## src/hw/qenc_pkg.sv

```systemverilog
// Shared constants and types for the quadrature encoder interface.
// Assumes a 32-bit AXI4-Lite register bus and one 100 MHz clock.
package qenc_pkg;

  // Register bus geometry
  localparam int          ADDR_W      = 5;
  localparam logic [4:0]  OFS_CTRL    = 5'h00;  // encoder_control_reg
  localparam logic [4:0]  OFS_FILT    = 5'h04;  // filter_control_reg
  localparam logic [4:0]  OFS_POS     = 5'h08;  // position_count
  localparam logic [4:0]  OFS_MAX     = 5'h0C;  // maximum_count
  localparam logic [4:0]  OFS_STAT    = 5'h10;  // encoder_irq_flag
  localparam logic [1:0]  RESP_OKAY   = 2'h0;
  localparam logic [1:0]  RESP_SLVERR = 2'h2;

  // encoder_control_reg field positions
  localparam int CTRL_ERR_BIT    = 15;
  localparam int CTRL_IDLE_BIT   = 13;
  localparam int CTRL_DIR_BIT    = 11;
  localparam int CTRL_MODE_LSB   = 8;
  localparam int CTRL_INDEX_RESET_ENABLE_BIT = 2;
  localparam int CTRL_SRC_BIT    = 0;

  // filter_control_reg field positions
  localparam int FILT_IMV_LSB    = 9;
  localparam int FILT_COUNT_ERROR_IRQ_DISABLE_BIT   = 8;
  localparam int FILT_OUT_BIT    = 7;
  localparam int FILT_DIV_LSB    = 4;

  // Status register field position
  localparam int STAT_IRQ_BIT    = 0;

  // Noise filter depth and divider width
  localparam int FILT_DEPTH      = 3;
  localparam int DIV_W           = 7;

  // Operating modes; codes not listed leave the block idle
  typedef enum logic [2:0] {
    MODE_OFF      = 3'b000,
    MODE_TIMER    = 3'b001,
    MODE_X2_INDEX = 3'b100,
    MODE_X2_MAX   = 3'b101,
    MODE_X4_INDEX = 3'b110,
    MODE_X4_MAX   = 3'b111
  } enc_mode_t;

  // Encoder pin group
  typedef struct packed {
    logic index;
    logic phase_b;
    logic phase_a;
  } enc_pins_t;

  // Control fields held by encoder_control_reg
  typedef struct packed {
    logic      stop_in_idle;
    enc_mode_t encoder_mode_sel;
    logic      index_reset_enable;
    logic      direction_source_sel;
  } enc_ctrl_t;

  // Control fields held by filter_control_reg
  typedef struct packed {
    logic [1:0] index_match_value;
    logic       count_error_irq_disable;
    logic       filter_output_enable;
    logic [2:0] filter_clock_divide;
  } filt_ctrl_t;

  localparam enc_ctrl_t  CTRL_RESET = '{stop_in_idle: 1'b0, encoder_mode_sel: MODE_OFF,
                                        index_reset_enable: 1'b0, direction_source_sel: 1'b0};
  localparam filt_ctrl_t FILT_RESET = '{index_match_value: 2'h0, count_error_irq_disable: 1'b0,
                                        filter_output_enable: 1'b0, filter_clock_divide: 3'h0};

endpackage : qenc_pkg

```

## src/hw/quadrature_encoder_interface.sv

```systemverilog
// Quadrature encoder interface: phase/index decoding, 16-bit position counter, timer mode.
// Assumes encoder pins already synchronous to aclk and an AXI4-Lite master on the register side.
//
// What this block does
// - Phase A leading B counts up; A lagging B counts down.
// - Index modes: count reaching 0xFFFF or max plus one sets count error and interrupt.
// - Count error interrupt disable bit suppresses the count error interrupt.
// - After a count error counting continues; natural wrap raises no interrupt.
// - Count error flag is read/write and stays set until software clears it.
// - Index modes clear counter on qualified index only if index reset enable is set.
// - x4: index qualifies when phase B and A equal the two index match bits.
// - x2: upper match bit picks phase, lower bit gives its required level.
// - Index reset operation interrupts on index detection, not counter wrap.
// - Decoded direction drives an output pin and a control bit that is read-only in encoder modes.
// - Modes 100/101 count both edges of phase A only; B sets direction.
// - Modes 110/111 count every edge of both phases.
// - Modes 100/110 reset on qualified index; 101/111 reset on maximum count match.
// - Filter output changes only after three stable filter clock samples.
// - Filter clock is the system clock divided by two to the power of a three-bit field.
// - Filtered inputs used only when filter enable is set; disabled after reset.
// - Timer mode: count is timer, maximum is period; match sets interrupt flag.
// - Timer mode clocks from synchronised phase A; no asynchronous counting.
// - Switching encoder and timer modes keeps the count register unchanged.
// - Timer direction comes from phase B pin or written direction bit.
// - Sleep halts all counting in both modes.
// - Idle halts the block only when stop-in-idle is set; it resets to zero.
// - One shared interrupt flag collects all events; software clears it.
`timescale 1ns/100ps
module quadrature_encoder_interface #(
  parameter int CNT_W = 16
) (
  // Clock and reset
  input  wire logic                       aclk,
  input  wire logic                       aresetn,
  // AXI4-Lite write address
  input  wire logic [qenc_pkg::ADDR_W-1:0] awaddr,
  input  wire logic [2:0]                 awprot,
  input  wire logic                       awvalid,
  output logic                            awready,
  // AXI4-Lite write data and response
  input  wire logic [31:0]                wdata,
  input  wire logic [3:0]                 wstrb,
  input  wire logic                       wvalid,
  output logic                            wready,
  output logic [1:0]                      bresp,
  output logic                            bvalid,
  input  wire logic                       bready,
  // AXI4-Lite read
  input  wire logic [qenc_pkg::ADDR_W-1:0] araddr,
  input  wire logic [2:0]                 arprot,
  input  wire logic                       arvalid,
  output logic                            arready,
  output logic [31:0]                     rdata,
  output logic [1:0]                      rresp,
  output logic                            rvalid,
  input  wire logic                       rready,
  // Encoder pins
  input  wire qenc_pkg::enc_pins_t        enc_pins,
  // CPU power state
  input  wire logic                       cpu_sleep,
  input  wire logic                       cpu_idle,
  // Status outputs
  output logic                            count_direction,
  output logic                            encoder_irq_flag
);
  import qenc_pkg::*;

  // Elaboration check: counter must be 2 to 16 bits wide
  if (CNT_W < 2 || CNT_W > 16) begin : g_bad_width
    $error("CNT_W must be between 2 and 16");
  end

  // Byte-lane merge of a write into an existing word
  function automatic logic [31:0] merge_strb(input logic [31:0] old_val,
                                             input logic [31:0] new_val,
                                             input logic [3:0]  strb);
    logic [31:0] res;
    res = old_val;
    for (int i = 0; i < 4; i++) begin
      if (strb[i]) begin
        res[i*8 +: 8] = new_val[i*8 +: 8];
      end
    end
    return res;
  endfunction : merge_strb

  // Address decode shared by read and write paths
  function automatic logic is_mapped(input logic [ADDR_W-1:0] addr);
    return (addr == OFS_CTRL) || (addr == OFS_FILT) || (addr == OFS_POS) ||
           (addr == OFS_MAX)  || (addr == OFS_STAT);
  endfunction : is_mapped

  // State
  enc_ctrl_t                 ctrl_reg;
  filt_ctrl_t                filt_reg;
  logic                      err_reg;
  logic                      err_next;
  logic                      dir_reg;
  logic                      dir_next;
  logic [CNT_W-1:0]          pos_reg;
  logic [CNT_W-1:0]          pos_next;
  logic [CNT_W-1:0]          max_reg;
  logic                      irq_reg;
  logic                      irq_next;
  logic [DIV_W-1:0]          div_cnt_reg;
  enc_pins_t                 prev_reg;
  enc_pins_t                 filt_out_reg;

  // Bus slave state
  logic                      aw_held_reg;
  logic [ADDR_W-1:0]         aw_addr_reg;
  logic                      w_held_reg;
  logic [31:0]               w_data_reg;
  logic [3:0]                w_strb_reg;
  logic                      bvalid_reg;
  logic [1:0]                bresp_reg;
  logic                      rvalid_reg;
  logic [31:0]               rdata_reg;
  logic [1:0]                rresp_reg;

  // Handshake outputs; one outstanding write and one read at a time
  assign awready = !aw_held_reg;
  assign wready  = !w_held_reg;
  assign arready = !rvalid_reg;
  assign bvalid  = bvalid_reg;
  assign bresp   = bresp_reg;
  assign rvalid  = rvalid_reg;
  assign rdata   = rdata_reg;
  assign rresp   = rresp_reg;

  // Write fires once address and data are both held and the last response is gone
  wire wr_fire  = aw_held_reg && w_held_reg && !bvalid_reg;
  wire wr_ctrl  = wr_fire && (aw_addr_reg == OFS_CTRL);
  wire wr_filt  = wr_fire && (aw_addr_reg == OFS_FILT);
  wire wr_pos   = wr_fire && (aw_addr_reg == OFS_POS);
  wire wr_max   = wr_fire && (aw_addr_reg == OFS_MAX);
  wire wr_stat  = wr_fire && (aw_addr_reg == OFS_STAT);

  // Read views of each register
  wire [31:0] ctrl_view = (32'h0000_0001 << CTRL_ERR_BIT) & {32{err_reg}}
                        | (32'h0000_0001 << CTRL_IDLE_BIT) & {32{ctrl_reg.stop_in_idle}}
                        | (32'h0000_0001 << CTRL_DIR_BIT) & {32{dir_reg}}
                        | {29'h0, ctrl_reg.encoder_mode_sel} << CTRL_MODE_LSB
                        | (32'h0000_0001 << CTRL_INDEX_RESET_ENABLE_BIT) & {32{ctrl_reg.index_reset_enable}}
                        | (32'h0000_0001 << CTRL_SRC_BIT) & {32{ctrl_reg.direction_source_sel}};
  wire [31:0] filt_view = {29'h0, filt_reg.filter_clock_divide} << FILT_DIV_LSB
                        | (32'h0000_0001 << FILT_OUT_BIT) & {32{filt_reg.filter_output_enable}}
                        | (32'h0000_0001 << FILT_COUNT_ERROR_IRQ_DISABLE_BIT) & {32{filt_reg.count_error_irq_disable}}
                        | {30'h0, filt_reg.index_match_value} << FILT_IMV_LSB;
  wire [31:0] pos_view  = {{(32-CNT_W){1'b0}}, pos_reg};
  wire [31:0] max_view  = {{(32-CNT_W){1'b0}}, max_reg};
  wire [31:0] stat_view = (32'h0000_0001 << STAT_IRQ_BIT) & {32{irq_reg}};

  // Read mux; unmapped addresses read zero
  wire [31:0] rd_mux = (araddr == OFS_CTRL) ? ctrl_view :
                       (araddr == OFS_FILT) ? filt_view :
                       (araddr == OFS_POS)  ? pos_view  :
                       (araddr == OFS_MAX)  ? max_view  :
                       (araddr == OFS_STAT) ? stat_view : 32'h0000_0000;

  // Merged write values
  wire [31:0] ctrl_wval = merge_strb(ctrl_view, w_data_reg, w_strb_reg);
  wire [31:0] filt_wval = merge_strb(filt_view, w_data_reg, w_strb_reg);
  wire [31:0] pos_wval  = merge_strb(pos_view,  w_data_reg, w_strb_reg);
  wire [31:0] max_wval  = merge_strb(max_view,  w_data_reg, w_strb_reg);
  wire [31:0] stat_wval = w_data_reg & {{8{w_strb_reg[3]}}, {8{w_strb_reg[2]}},
                                        {8{w_strb_reg[1]}}, {8{w_strb_reg[0]}}};

  // Write channel capture and response
  always_ff @(posedge aclk) begin
    if (!aresetn) begin
      aw_held_reg <= 1'b0;
      aw_addr_reg <= '0;
      w_held_reg  <= 1'b0;
      w_data_reg  <= 32'h0000_0000;
      w_strb_reg  <= 4'h0;
      bvalid_reg  <= 1'b0;
      bresp_reg   <= RESP_OKAY;
    end else begin
      if (awvalid && !aw_held_reg) begin
        aw_held_reg <= 1'b1;
        aw_addr_reg <= awaddr;
      end else if (wr_fire) begin
        aw_held_reg <= 1'b0;
      end
      if (wvalid && !w_held_reg) begin
        w_held_reg <= 1'b1;
        w_data_reg <= wdata;
        w_strb_reg <= wstrb;
      end else if (wr_fire) begin
        w_held_reg <= 1'b0;
      end
      if (wr_fire) begin
        bvalid_reg <= 1'b1;
        bresp_reg  <= is_mapped(aw_addr_reg) ? RESP_OKAY : RESP_SLVERR;
      end else if (bready) begin
        bvalid_reg <= 1'b0;
      end
    end
  end

  // Read channel: data one cycle after the address is taken
  always_ff @(posedge aclk) begin
    if (!aresetn) begin
      rvalid_reg <= 1'b0;
      rdata_reg  <= 32'h0000_0000;
      rresp_reg  <= RESP_OKAY;
    end else if (arvalid && !rvalid_reg) begin
      rvalid_reg <= 1'b1;
      rdata_reg  <= rd_mux;
      rresp_reg  <= is_mapped(araddr) ? RESP_OKAY : RESP_SLVERR;
    end else if (rready) begin
      rvalid_reg <= 1'b0;
    end
  end

  // Halt: sleep always stops the block, idle only when asked to
  wire halt = cpu_sleep || (cpu_idle && ctrl_reg.stop_in_idle);

  // Filter clock enable: divide by 2**filter_clock_divide, frozen while halted
  wire [DIV_W-1:0] div_limit = DIV_W'((8'h01 << filt_reg.filter_clock_divide) - 8'h01);
  wire             filt_tick = !halt && (div_cnt_reg >= div_limit);  // No stall when the field is lowered

  always_ff @(posedge aclk) begin
    if (!aresetn) begin
      div_cnt_reg <= '0;
    end else if (!halt) begin
      div_cnt_reg <= filt_tick ? '0 : DIV_W'(div_cnt_reg + 1'b1);
    end
  end

  // Three-sample noise filter per pin; output moves only on an unbroken run
  for (genvar ch = 0; ch < 3; ch++) begin : g_filter
    logic [FILT_DEPTH-1:0] hist_reg;
    always_ff @(posedge aclk) begin
      if (!aresetn) begin
        hist_reg         <= '0;
        filt_out_reg[ch] <= 1'b0;
      end else if (filt_tick) begin
        hist_reg <= {hist_reg[FILT_DEPTH-2:0], enc_pins[ch]};
        if (&hist_reg) begin
          filt_out_reg[ch] <= 1'b1;
        end else if (~|hist_reg) begin
          filt_out_reg[ch] <= 1'b0;
        end
      end
    end
  end

  // Pin selection: raw pins unless the filter output is enabled
  wire enc_pins_t sel = filt_reg.filter_output_enable ? filt_out_reg : enc_pins;

  // Transition detection against the previous sample
  wire a_chg       = sel.phase_a ^ prev_reg.phase_a;
  wire b_chg       = sel.phase_b ^ prev_reg.phase_b;
  wire valid_trans = !halt && (a_chg ^ b_chg);
  wire dir_dec     = a_chg ? (sel.phase_a ^ sel.phase_b) : ~(sel.phase_a ^ sel.phase_b);
  wire index_rise  = sel.index && !prev_reg.index;
  wire a_rise      = sel.phase_a && !prev_reg.phase_a;

  // Mode decode
  wire enc_mode    = ctrl_reg.encoder_mode_sel[2];
  wire is_x4       = ctrl_reg.encoder_mode_sel[1];
  wire index_mode  = enc_mode && !ctrl_reg.encoder_mode_sel[0];
  wire timer_mode  = (ctrl_reg.encoder_mode_sel == MODE_TIMER);

  // Count pulses: x2 on phase A edges only, x4 on edges of both
  wire enc_step    = enc_mode && valid_trans && (is_x4 || a_chg);
  wire timer_step  = timer_mode && !halt && a_rise;
  wire timer_dir   = ctrl_reg.direction_source_sel ? sel.phase_b : dir_reg;
  wire count_up    = timer_mode ? timer_dir : dir_dec;

  // Index qualification against the match value
  wire [1:0] imv   = filt_reg.index_match_value;
  wire match_x4    = (sel.phase_b == imv[1]) && (sel.phase_a == imv[0]);
  wire match_x2    = ((imv[1] ? sel.phase_b : sel.phase_a) == imv[0]);
  wire index_qual  = index_mode && !halt && index_rise && (is_x4 ? match_x4 : match_x2);

  // Counter arithmetic
  wire [CNT_W-1:0] pos_inc   = CNT_W'(pos_reg + 1'b1);
  wire [CNT_W-1:0] pos_dec   = CNT_W'(pos_reg - 1'b1);
  wire [CNT_W-1:0] max_plus1 = CNT_W'(max_reg + 1'b1);
  wire             at_max    = (pos_reg == max_reg);
  wire             at_zero   = (pos_reg == '0);

  // Next count and events; a software write to the count wins over hardware
  logic irq_evt;
  logic err_evt;
  always_comb begin
    pos_next = pos_reg;
    irq_evt  = 1'b0;
    err_evt  = 1'b0;
    if (index_qual && ctrl_reg.index_reset_enable) begin
      pos_next = '0;
    end else if (enc_step || timer_step) begin
      if (timer_mode || ctrl_reg.encoder_mode_sel[0]) begin
        // Period or maximum count match wraps the count
        if (count_up) begin
          pos_next = at_max ? '0 : pos_inc;
          irq_evt  = at_max;
        end else begin
          pos_next = at_zero ? max_reg : pos_dec;
          irq_evt  = at_zero;
        end
      end else begin
        // Index modes: natural wrap, checked for a count error
        pos_next = count_up ? pos_inc : pos_dec;
        err_evt  = count_up ? (pos_inc == max_plus1) : (pos_dec == '1);
      end
    end
    if (index_qual) begin
      irq_evt = 1'b1;
    end
    if (err_evt && !filt_reg.count_error_irq_disable) begin
      irq_evt = 1'b1;
    end
    if (wr_pos) begin
      pos_next = pos_wval[CNT_W-1:0];
    end
  end

  // Flags: a hardware set in the same cycle beats a software clear
  assign err_next = err_evt || (wr_ctrl ? ctrl_wval[CTRL_ERR_BIT] : err_reg);
  assign irq_next = irq_evt || (irq_reg && !(wr_stat && stat_wval[STAT_IRQ_BIT]));

  // Direction: decoded in encoder mode, pin or written bit in timer mode
  always_comb begin
    dir_next = dir_reg;
    if (timer_mode) begin
      if (ctrl_reg.direction_source_sel) begin
        dir_next = sel.phase_b;
      end else if (wr_ctrl) begin
        dir_next = ctrl_wval[CTRL_DIR_BIT];
      end
    end else if (enc_mode && valid_trans) begin
      dir_next = dir_dec;
    end
  end

  // Core state; mode changes never touch the count register
  always_ff @(posedge aclk) begin
    if (!aresetn) begin
      ctrl_reg <= CTRL_RESET;
      filt_reg <= FILT_RESET;
      err_reg  <= 1'b0;
      dir_reg  <= 1'b0;
      pos_reg  <= '0;
      max_reg  <= '1;
      irq_reg  <= 1'b0;
      prev_reg <= '0;
    end else begin
      if (wr_ctrl) begin
        ctrl_reg.stop_in_idle         <= ctrl_wval[CTRL_IDLE_BIT];
        ctrl_reg.encoder_mode_sel     <= enc_mode_t'(ctrl_wval[CTRL_MODE_LSB +: 3]);
        ctrl_reg.index_reset_enable   <= ctrl_wval[CTRL_INDEX_RESET_ENABLE_BIT];
        ctrl_reg.direction_source_sel <= ctrl_wval[CTRL_SRC_BIT];
      end
      if (wr_filt) begin
        filt_reg.index_match_value       <= filt_wval[FILT_IMV_LSB +: 2];
        filt_reg.count_error_irq_disable <= filt_wval[FILT_COUNT_ERROR_IRQ_DISABLE_BIT];
        filt_reg.filter_output_enable    <= filt_wval[FILT_OUT_BIT];
        filt_reg.filter_clock_divide     <= filt_wval[FILT_DIV_LSB +: 3];
      end
      if (wr_max) begin
        max_reg <= max_wval[CNT_W-1:0];
      end
      err_reg <= err_next;
      dir_reg <= dir_next;
      pos_reg <= pos_next;
      irq_reg <= irq_next;
      if (!halt) begin
        prev_reg <= sel;  // Frozen while halted, so a pin change made while halted is seen as an edge on wake
      end
    end
  end

  // Pin outputs straight from flip-flops
  assign count_direction  = dir_reg;
  assign encoder_irq_flag = irq_reg;

  // Protection fields are accepted and ignored
  wire unused_prot = ^{awprot, arprot};

endmodule : quadrature_encoder_interface

```

## config.mk

```make
export PLATFORM = sky130hd
export DESIGN_NAME = quadrature_encoder_interface
export DESIGN_NICKNAME = d
export VERILOG_FILES = /design/src/hw/qenc_pkg.sv /design/src/hw/quadrature_encoder_interface.sv
export SDC_FILE = /design/constraint.sdc
export NUM_CORES = 1
export LEC_CHECK = 0
export BUFFER_PORTS_ARGS = -buffer_cell sky130_fd_sc_hd__buf_2
export CORE_ASPECT_RATIO = 1.75
export CORE_MARGIN = 2
export CORE_UTILIZATION = 58
export DETAILED_ROUTE_END_ITERATION = 6
export GPL_TIMING_DRIVEN = 0
export PLACE_DENSITY = 0.87
export REMOVE_ABC_BUFFERS = 1
export SLEW_MARGIN = 5
export SYNTH_ARGS = -nofsm -noshare
export SYNTH_HDL_FRONTEND = slang
export SYNTH_SLANG_ARGS = --single-unit
```

## constraint.sdc

```tcl
create_clock -name aclk -period 3.3 [get_ports aclk]
set_input_delay 0.165 -clock aclk [delete_from_list [all_inputs] [get_ports aclk]]
set_output_delay 0.165 -clock aclk [all_outputs]
set_load 0.05 [all_outputs]
```

==> flow_metrics.tcl, run 1 <==
set metrics [dict create \
    grt_max_degree 55 \
    reg2reg_depth 8 \
    syn_inst 952 \
    syn_area_per_cell_sq_um 7.86 \
    finalCritPeriodShare_pct 97.4 \
    leakagePower_nw 3.52 \
    dr_total_vias 7872 \
    worstPathMaxFanout 16 \
    fmaxAchievable_ghz 0.311 \
    avgRoutedWirePerCell_um 21.7 \
    drive_gt1_share_pct 14.2 \
    synth-seq-cells 115 \
    finalClockSkew_ns 0.0105 \
    clkTransAtPathRegs_ns 0.06 \
    firstDrtPassIters 6 \
    dpl.cell_count 1112 \
    powerDensity_nw_per_um2 479 \
    timing.hold.ws_ns 0.00334 \
    postLayoutCoreUtil_pct 69.6 \
    cts_tree "done" \
    die_y_um 154 \
    diodes 0 \
    setup_viol 0 \
    drtIter0Drc 713 \
    hold_viol 0 \
    final_common_cell "dfxtp_1" \
    crit_path_start_kind "flop" \
    synth_ff_type "dfxtp_1" \
    root_buffer "clkbuf_16" \
    post_dp_cell_area_sq_um 7700 \
    grt_antenna_before_repair 0 \
    drc_errors 0 \
    hold_class "in -> reg" \
    dpl.hpwl_um 16400 \
    finalNonFillerCells 1166 \
    total_power_mw 4.17 \
    netlist_top_cells_area "dfxtp_1, mux2i_1, nand2_1, nor2_1, a21oi_1" \
    synth_edf_count 0 \
    antenna_left 0 \
    clock-sinks 115 \
    dieWidth_um 89.8 \
    cts_buffers 17 \
    slew_viol_final 0 \
    cp.required_ns 3.64 \
    fin_tns_setup_ns 0 \
    finalWeightedCongestion 1.01 \
    io_pins 107 \
    synth_top_cell_by_area "dfxtp_1" \
    synthArstFlopShare_pct 0 \
    htree_num_levels 4 \
    ys_seq_area_share_pct 30.8 \
    cp.arrival_ns 3.55 \
    gr-total-overflow 0 \
    io_buffers 64 \
    tightest_slew_ns 0.968 \
    dieArea_sq_um 13900 \
    relSlewSlack_pct 35.3 \
    critPathKind "reg -> reg" \
    grt_usage_pct 35.5 \
    status "finished clean" \
    yosysUniqueCellTypes 76 \
    yosysWarnings 0 \
    whs_path_depth 3 \
    rows 54 \
    post-place-ws_ns -0.594 \
    ctsLongestPathBuffers 2 \
    num-nets-final 1062 \
    grt_pass1_wl_um 38900 \
    core_area_sq_um 12500 \
    vdd_drop_max_mv 0.427 \
    final_cell_mix "dfxtp_1, nand2_1, nor2_1, buf_2, a21oi_1" \
    clk_latency_ns 0.42 \
    synth_top_cell_area_share_pct 30.8 \
    initial_utilization_pct 59.8 \
    area_growth_pct 16.4 \
    first_global_vias 7542 \
    cap_violations 0 \
    period_minus_slack_ns 3.21 \
    vias_per_cell 6.75 \
    layout_setup_ws_ns 0.0856 \
    fin_area_sq_um 8710 \
    syn_area_sq_um 7480 \
    worstSetupEndpointType "flop" \
    drt_wl_total_um 25300 \
]
==> synthesized netlist by cell type (15+ instances only) <==
library cell,number
a22oi_1,18
clkbuf_1,57
buf_4,19
nor3_1,29
xor2_1,19
a31oi_1,15
mux2i_1,51
nand2_1,108
inv_1,15
a21oi_1,58
nor2_1,94
o211ai_1,15
nand4_1,22
nand3_1,41
xnor2_1,27
o21ai_0,50
dfxtp_1,115
==> worst max-delay path: stages, from the launching register on <==
cell	delay, ns
dfxtp_4	0.51
or4b_2	0.65
o32a_1	0.34
o21ai_4	0.25
nor4b_4	0.16
buf_4	0.21
a221oi_4	0.53
o211ai_1	0.22
a31oi_1	0.24
==> routing by layer <==
layer	track usage, %	routed length, um
met1	35.3	8400
met2	61.8	12500
met3	8.04	1990
met4	31.0	2400
met5	0	0
==> what timing repair did <==
item,4_1_cts,5_1_grt
setup buffers,0,1
gates cloned,1,0
hold endpoints to repair,20,0
hold buffers,20,0
resized for setup,6,8
pin swaps,1,1
setup endpoints to repair,18,17
==> worst paths after layout <==
| path | start | end | slack (ns) |
|---|---|---|---|
| worst max-delay path | ctrl_reg[2]$_SDFFE_PN0P_ | pos_reg[4]$_SDFFE_PN0P_ | 0.09 |
| worst min-delay path | awaddr[3] | aw_addr_reg[3]$_SDFFE_PN0P_ | 0.003 |
| worst max register to register | ctrl_reg[2]$_SDFFE_PN0P_ | pos_reg[4]$_SDFFE_PN0P_ | 0.09 |
| worst min register to register | w_data_reg[12]$_SDFFE_PN0P_ | w_data_reg[12]$_SDFFE_PN0P_ | 0.48 |
==> power breakdown <==
part           total, mW  switching [mW]  internal [mW]
sequential          1.48          0.0495           1.43
clock               2.16           0.699           1.46
combinational      0.533           0.351          0.182
total               4.17            1.10           3.07
==> logic make-up (layout without fill, tap and decap cells) <==
logic type,count (synthesis),in the layout,share of synthesized area [%]
AO/OA/AOI/OAI,222,223,19.6
adder cells (fa/ha/maj),13,13,2.18
flip-flops,115,115,30.8
other,1,18,0.0501
multiplexers,65,65,9.02
XOR/XNOR,52,52,7.21
buffers and inverters,109,137,6.73
AND/OR/NAND/NOR,375,375,24.4
==> layout make-up <==
| class | instances | area [sq um] |
|---|---|---|
| clock buffers | 20 | 457 |
| multi-input cells | 746 | 4850 |
| fillers | 950 | 3790 |
| flip-flops and latches | 115 | 2310 |
| repair buffers | 89 | 594 |
| well taps | 168 | 210 |
| inverters | 16 | 61.3 |
| clock inverters | 12 | 226 |
Power figures use the tool's default switching activity.
==> run 2, diff against run 1 <==
- CORE_UTILIZATION: 58 -> 60
- CTS_BUF_LIST: default -> sky130_fd_sc_hd__clkbuf_8
- PLACE_DENSITY: 0.87 -> 0.89
==> flow_metrics.tcl, run 2 (synthesis results as in run 1) <==
set metrics [dict create \
    vias_per_cell 6.74 \
    diodes 0 \
    max_stage_delay_ns 0.55 \
    final_cell_mix "dfxtp_1, nand2_1, nor2_1, buf_2, a21oi_1" \
    hold_class "in -> reg" \
    drt_wl_total_um 25500 \
    cts_tree "done" \
    hold_viol 0 \
    dpl.hpwl_um 16400 \
    grt_usage_pct 38.3 \
    grt_pass1_wl_um 39300 \
    relSlewSlack_pct 35.5 \
    io_pins 107 \
    crit_path_start_kind "flop" \
    clk_latency_ns 0.45 \
    die_y_um 152 \
    leakagePower_nw 3.47 \
    finalWeightedCongestion 0.996 \
    rows 54 \
    clkTransAtPathRegs_ns 0.08 \
    final_common_cell "dfxtp_1" \
    fmaxAchievable_ghz 0.314 \
    total_power_mw 3.39 \
    clock-sinks 115 \
    setup_viol 0 \
    core_area_sq_um 12300 \
    ctsLongestPathBuffers 2 \
    cp.arrival_ns 3.52 \
    tightest_slew_ns 0.962 \
    grt_antenna_before_repair 0 \
    cp.required_ns 3.64 \
    drc_errors 0 \
    path_common_cell "buf_4" \
    slew_viol_final 0 \
    io_buffers 64 \
    period_minus_slack_ns 3.18 \
    wl_met2_um 12700 \
    wl_met3_um 2210 \
    num-nets-final 1079 \
    first_global_vias 7406 \
    finalCritPeriodShare_pct 96.5 \
    drt-met1-wl_um 8470 \
    drtIter0Drc 882 \
    vdd_drop_max_mv 0.487 \
    cts_buffers 17 \
    grt_max_degree 57 \
    dr_total_vias 7975 \
    worstSetupEndpointType "flop" \
    drive_gt1_share_pct 14.8 \
    dieArea_sq_um 13400 \
    status "finished clean" \
    antenna_left 0 \
    timing.hold.ws_ns 0.00573 \
    root_buffer "clkbuf_8" \
    avgRoutedWirePerCell_um 21.5 \
    cap_violations 0 \
    path_cells "mux2i_4, o32a_1, o21ai_4, nor4b_4, buf_4, a221oi_4, buf_4, o211ai_1, a31oi_1" \
    finalClockSkew_ns 0.0131 \
    initial_utilization_pct 60.8 \
    firstDrtPassIters 7 \
    maxUsedRoutingLayer "met4" \
    area_growth_pct 14.5 \
    crit_slowest_cell "dfxtp_1" \
    worstPathMaxFanout 14 \
    critPathKind "reg -> reg" \
    powerDensity_nw_per_um2 396 \
    dieWidth_um 88.4 \
    gr-total-overflow 0 \
    htree_num_levels 4 \
]
## run 2: changes by cell type in the layout (fill, tap and decap cells not counted), sizes merged
cell         change
bufinv           -3
clkinvlp         +4
dlygate4sd3      +8
inv              +1
buf              +9
clkbuf           -2
## run 2: final cells by class
type | instances | area (sq um)
well taps | 168 | 210
flip-flops and latches | 115 | 2310
multi-input cells | 746 | 4830
fillers | 934 | 3730
inverters | 16 | 61.3
repair buffers | 106 | 742
clock buffers | 18 | 248
clock inverters | 14 | 165
## run 2: metal layers
| layer | up-vias | global-route usage, % |
|---|---|---|
| met2 | 564 | 65.5 |
| met4 | 0 | 25.5 |
| met1 | 3701 | 42.5 |
| li1 | 3517 | - |
| met3 | 193 | 6.34 |
| met5 | - | 0 |
## run 2: worst max-delay path: cells and delay by family (launching register included)
kind	cells	cell delay [ns]
AO/OA/AOI/OAI	5	1.06
AND/OR/NAND/NOR	1	0.55
flip-flops	1	0.55
multiplexers	1	0.44
buffers and inverters	2	0.45
## run 2: final timing paths
check                           start                           to  slack [ns]  cells past startpoint
max          filt_reg[3]$_SDFFE_PN0P_     pos_reg[12]$_SDFFE_PN0P_        0.12                      9
max reg2reg  filt_reg[3]$_SDFFE_PN0P_     pos_reg[12]$_SDFFE_PN0P_        0.12                      9
min                         wdata[11]  w_data_reg[11]$_SDFFE_PN0P_       0.006                      3
min reg2reg     rdata[2]$_SDFFE_PN0P_        rdata[2]$_SDFFE_PN0P_        0.49                      2
## run 2: timing repair
item                                    in CTS  in global routing
resized for setup                            7                  5
cloned                                       1                  0
endpoints found under the setup margin      18                 17
hold endpoints to repair                    28                  0
setup buffers                                0                 10
hold buffers                                28                  0
pin swaps                                    1                  3
## run 2: stage by stage
stage | cells | cell area, sq um | TNS (ns) | util [%] | worst slack, ns
finish | 1183 | 8560 | 0 | 69.6 | 0.117
detailed placement | 1112 | 7710 | -7.73 | 62.7 | -0.591
global route | 1183 | 8560 | -0.0144 | 69.6 | -0.0144
floorplan | 876 | 7100 | -3.16 | - | -0.351
global placement | 1108 | 7630 | -31.90 | 62.0 | -2.17
CTS | 1173 | 8450 | 0 | 68.7 | 0.0705
## run 2: report_power, final
part           switching, mW  total (mW)  internal, mW
logic                  0.349       0.537         0.188
clock network          0.617        1.38         0.760
registers             0.0520        1.48          1.42
==> run 3, diff against run 2 <==
- CELL_PAD_IN_SITES_DETAIL_PLACEMENT: default -> 1
- CELL_PAD_IN_SITES_GLOBAL_PLACEMENT: default -> 1
- CORE_UTILIZATION: 60 -> 44
==> flow_metrics.tcl, run 3 (synthesis results as in run 1) <==
set metrics [dict create \
    area_growth_pct 15.7 \
    post_dp_cell_area_sq_um 7790 \
    antenna_left 0 \
    hold_class "in -> reg" \
    dieWidth_um 103 \
    drt_wl_total_um 29200 \
    cp.required_ns 3.66 \
    fin_area_sq_um 8650 \
    clk_latency_ns 0.45 \
    root_buffer "clkbuf_8" \
    slew_viol_final 0 \
    crit_path_start_kind "flop" \
    dr_total_vias 7922 \
    status "finished, violations left" \
    finalClockSkew_ns 0.00985 \
    fillers 2041 \
    final_common_cell "dfxtp_1" \
    cts_tree "done" \
    cp.arrival_ns 3.71 \
    cts_buffers 17 \
    postLayoutCoreUtil_pct 51.5 \
    worstSetupEndpointType "flop" \
    critPathKind "reg -> reg" \
    grt_antenna_before_repair 0 \
    num-nets-final 1079 \
    finalNonFillerCells 1241 \
    drc_errors 0 \
    drive_gt1_share_pct 15.1 \
    finalCritPeriodShare_pct 102 \
    io_buffers 64 \
    hold_viol 0 \
    core_area_sq_um 16800 \
    io_pins 107 \
    grt_usage_pct 32.3 \
    tightest_slew_ns 1.05 \
    period_minus_slack_ns 3.35 \
    dieArea_sq_um 18100 \
    relSlewSlack_pct 29.9 \
    clock-sinks 115 \
    vdd_drop_max_mv 0.315 \
    violations "setup timing" \
    gr-total-overflow 0 \
    layout_setup_ws_ns -0.0528 \
    cap_violations 0 \
    grt_max_degree 57 \
    grt_pass1_wl_um 44300 \
    initial_utilization_pct 44.5 \
    first_global_vias 8050 \
    clkTransAtPathRegs_ns 0.07 \
    avgRoutedWirePerCell_um 23.5 \
    die_y_um 176 \
    ctsLongestPathBuffers 2 \
    final_cell_mix "dfxtp_1, nand2_1, nor2_1, buf_2, a21oi_1" \
    diodes 0 \
    finalWeightedCongestion 1.05 \
    firstDrtPassIters 6 \
    fmaxAchievable_ghz 0.298 \
    htree_num_levels 4 \
    dpl.cell_count 1171 \
    setup_viol 2 \
    rows 63 \
    worstPathMaxFanout 16 \
    leakagePower_nw 3.48 \
    dpl.hpwl_um 19600 \
    drtIter0Drc 529 \
    powerDensity_nw_per_um2 385 \
    vias_per_cell 6.38 \
]
run 3: cell count changes in the layout (fill, tap and decap cells not counted), sizes merged:
cell	delta
buf	-1
bufinv	-1
clkinv	+1
dlygate4sd3	+1
clkinvlp	-3
inv	+1
clkbuf	+1
run 3: worst paths after layout:
kind / startpoint / endpoint / cells past startpoint / slack (ns)
min reg2reg: bresp[1]$_SDFFE_PN0P_ / bresp[1]$_SDFFE_PN0P_ / 2 / 0.48
max: pos_reg[9]$_SDFFE_PN0P_ / pos_reg[7]$_SDFFE_PN0P_ / 7 / -0.05
min: araddr[4] / rresp[1]$_SDFFE_PN0P_ / 3 / 0.02
max reg2reg: pos_reg[9]$_SDFFE_PN0P_ / pos_reg[7]$_SDFFE_PN0P_ / 7 / -0.05
run 3: critical path, stage by stage, from the launching register on:
cell,delay [ns]
dfxtp_1,0.55
nor4_1,0.86
nand4_1,0.57
and3_1,0.38
mux2_2,0.26
mux2i_1,0.20
a32oi_1,0.18
a21oi_1,0.26
run 3: final cells by class:
cell class / count / area [sq um] / area share [%]
sequential: 115 / 2310 / 26.7
clock buffer: 19 / 262 / 3.02
multi-input combinational: 746 / 4870 / 56.3
tap: 227 / 284 / 3.28
timing repair buffer: 106 / 752 / 8.69
inverter: 16 / 61.3 / 0.709
clock inverter: 12 / 118 / 1.36
run 3: per-stage QoR:
step                total power, mW  hold WS [ns]  setup WS [ns]  setup TNS (ns)
detailed placement             2.00         0.370         -0.789          -11.88
floorplan                      1.83         0.227         -0.351           -3.16
CTS                            3.29       0.00685         0.0589               0
global placement               1.98         0.354          -2.39          -36.68
finish                         3.33        0.0233        -0.0528         -0.0560
global route                   3.44        0.0271        -0.0816         -0.0816
run 3: where the power goes:
| group | leakage (nW) | switching [mW] | internal (mW) |
|---|---|---|---|
| Sequential | 0.936 | 0.0549 | 1.42 |
| Clock | 0.197 | 0.600 | 0.694 |
| Combinational | 2.35 | 0.367 | 0.192 |
run 3: metal layers:
metal / vias up / global-route usage [%] / share of wire [%] / routed length, um
met2: 381 / 56.6 / 52 / 15300
met1: 3873 / 32.6 / 35 / 10100
met5: - / 0 / 0 / 0
met3: 146 / 6.25 / 5.0 / 1470
met4: 0 / 24.8 / 7.8 / 2290
li1: 3522 / - / - / -
run 3: timing repair:
action,in CTS,in global routing
resized for setup,8,10
hold endpoints to repair,29,0
pin swaps,1,4
hold buffers,29,0
endpoints found under the setup margin,18,18
gates cloned,0,1
buffers inserted,1,8
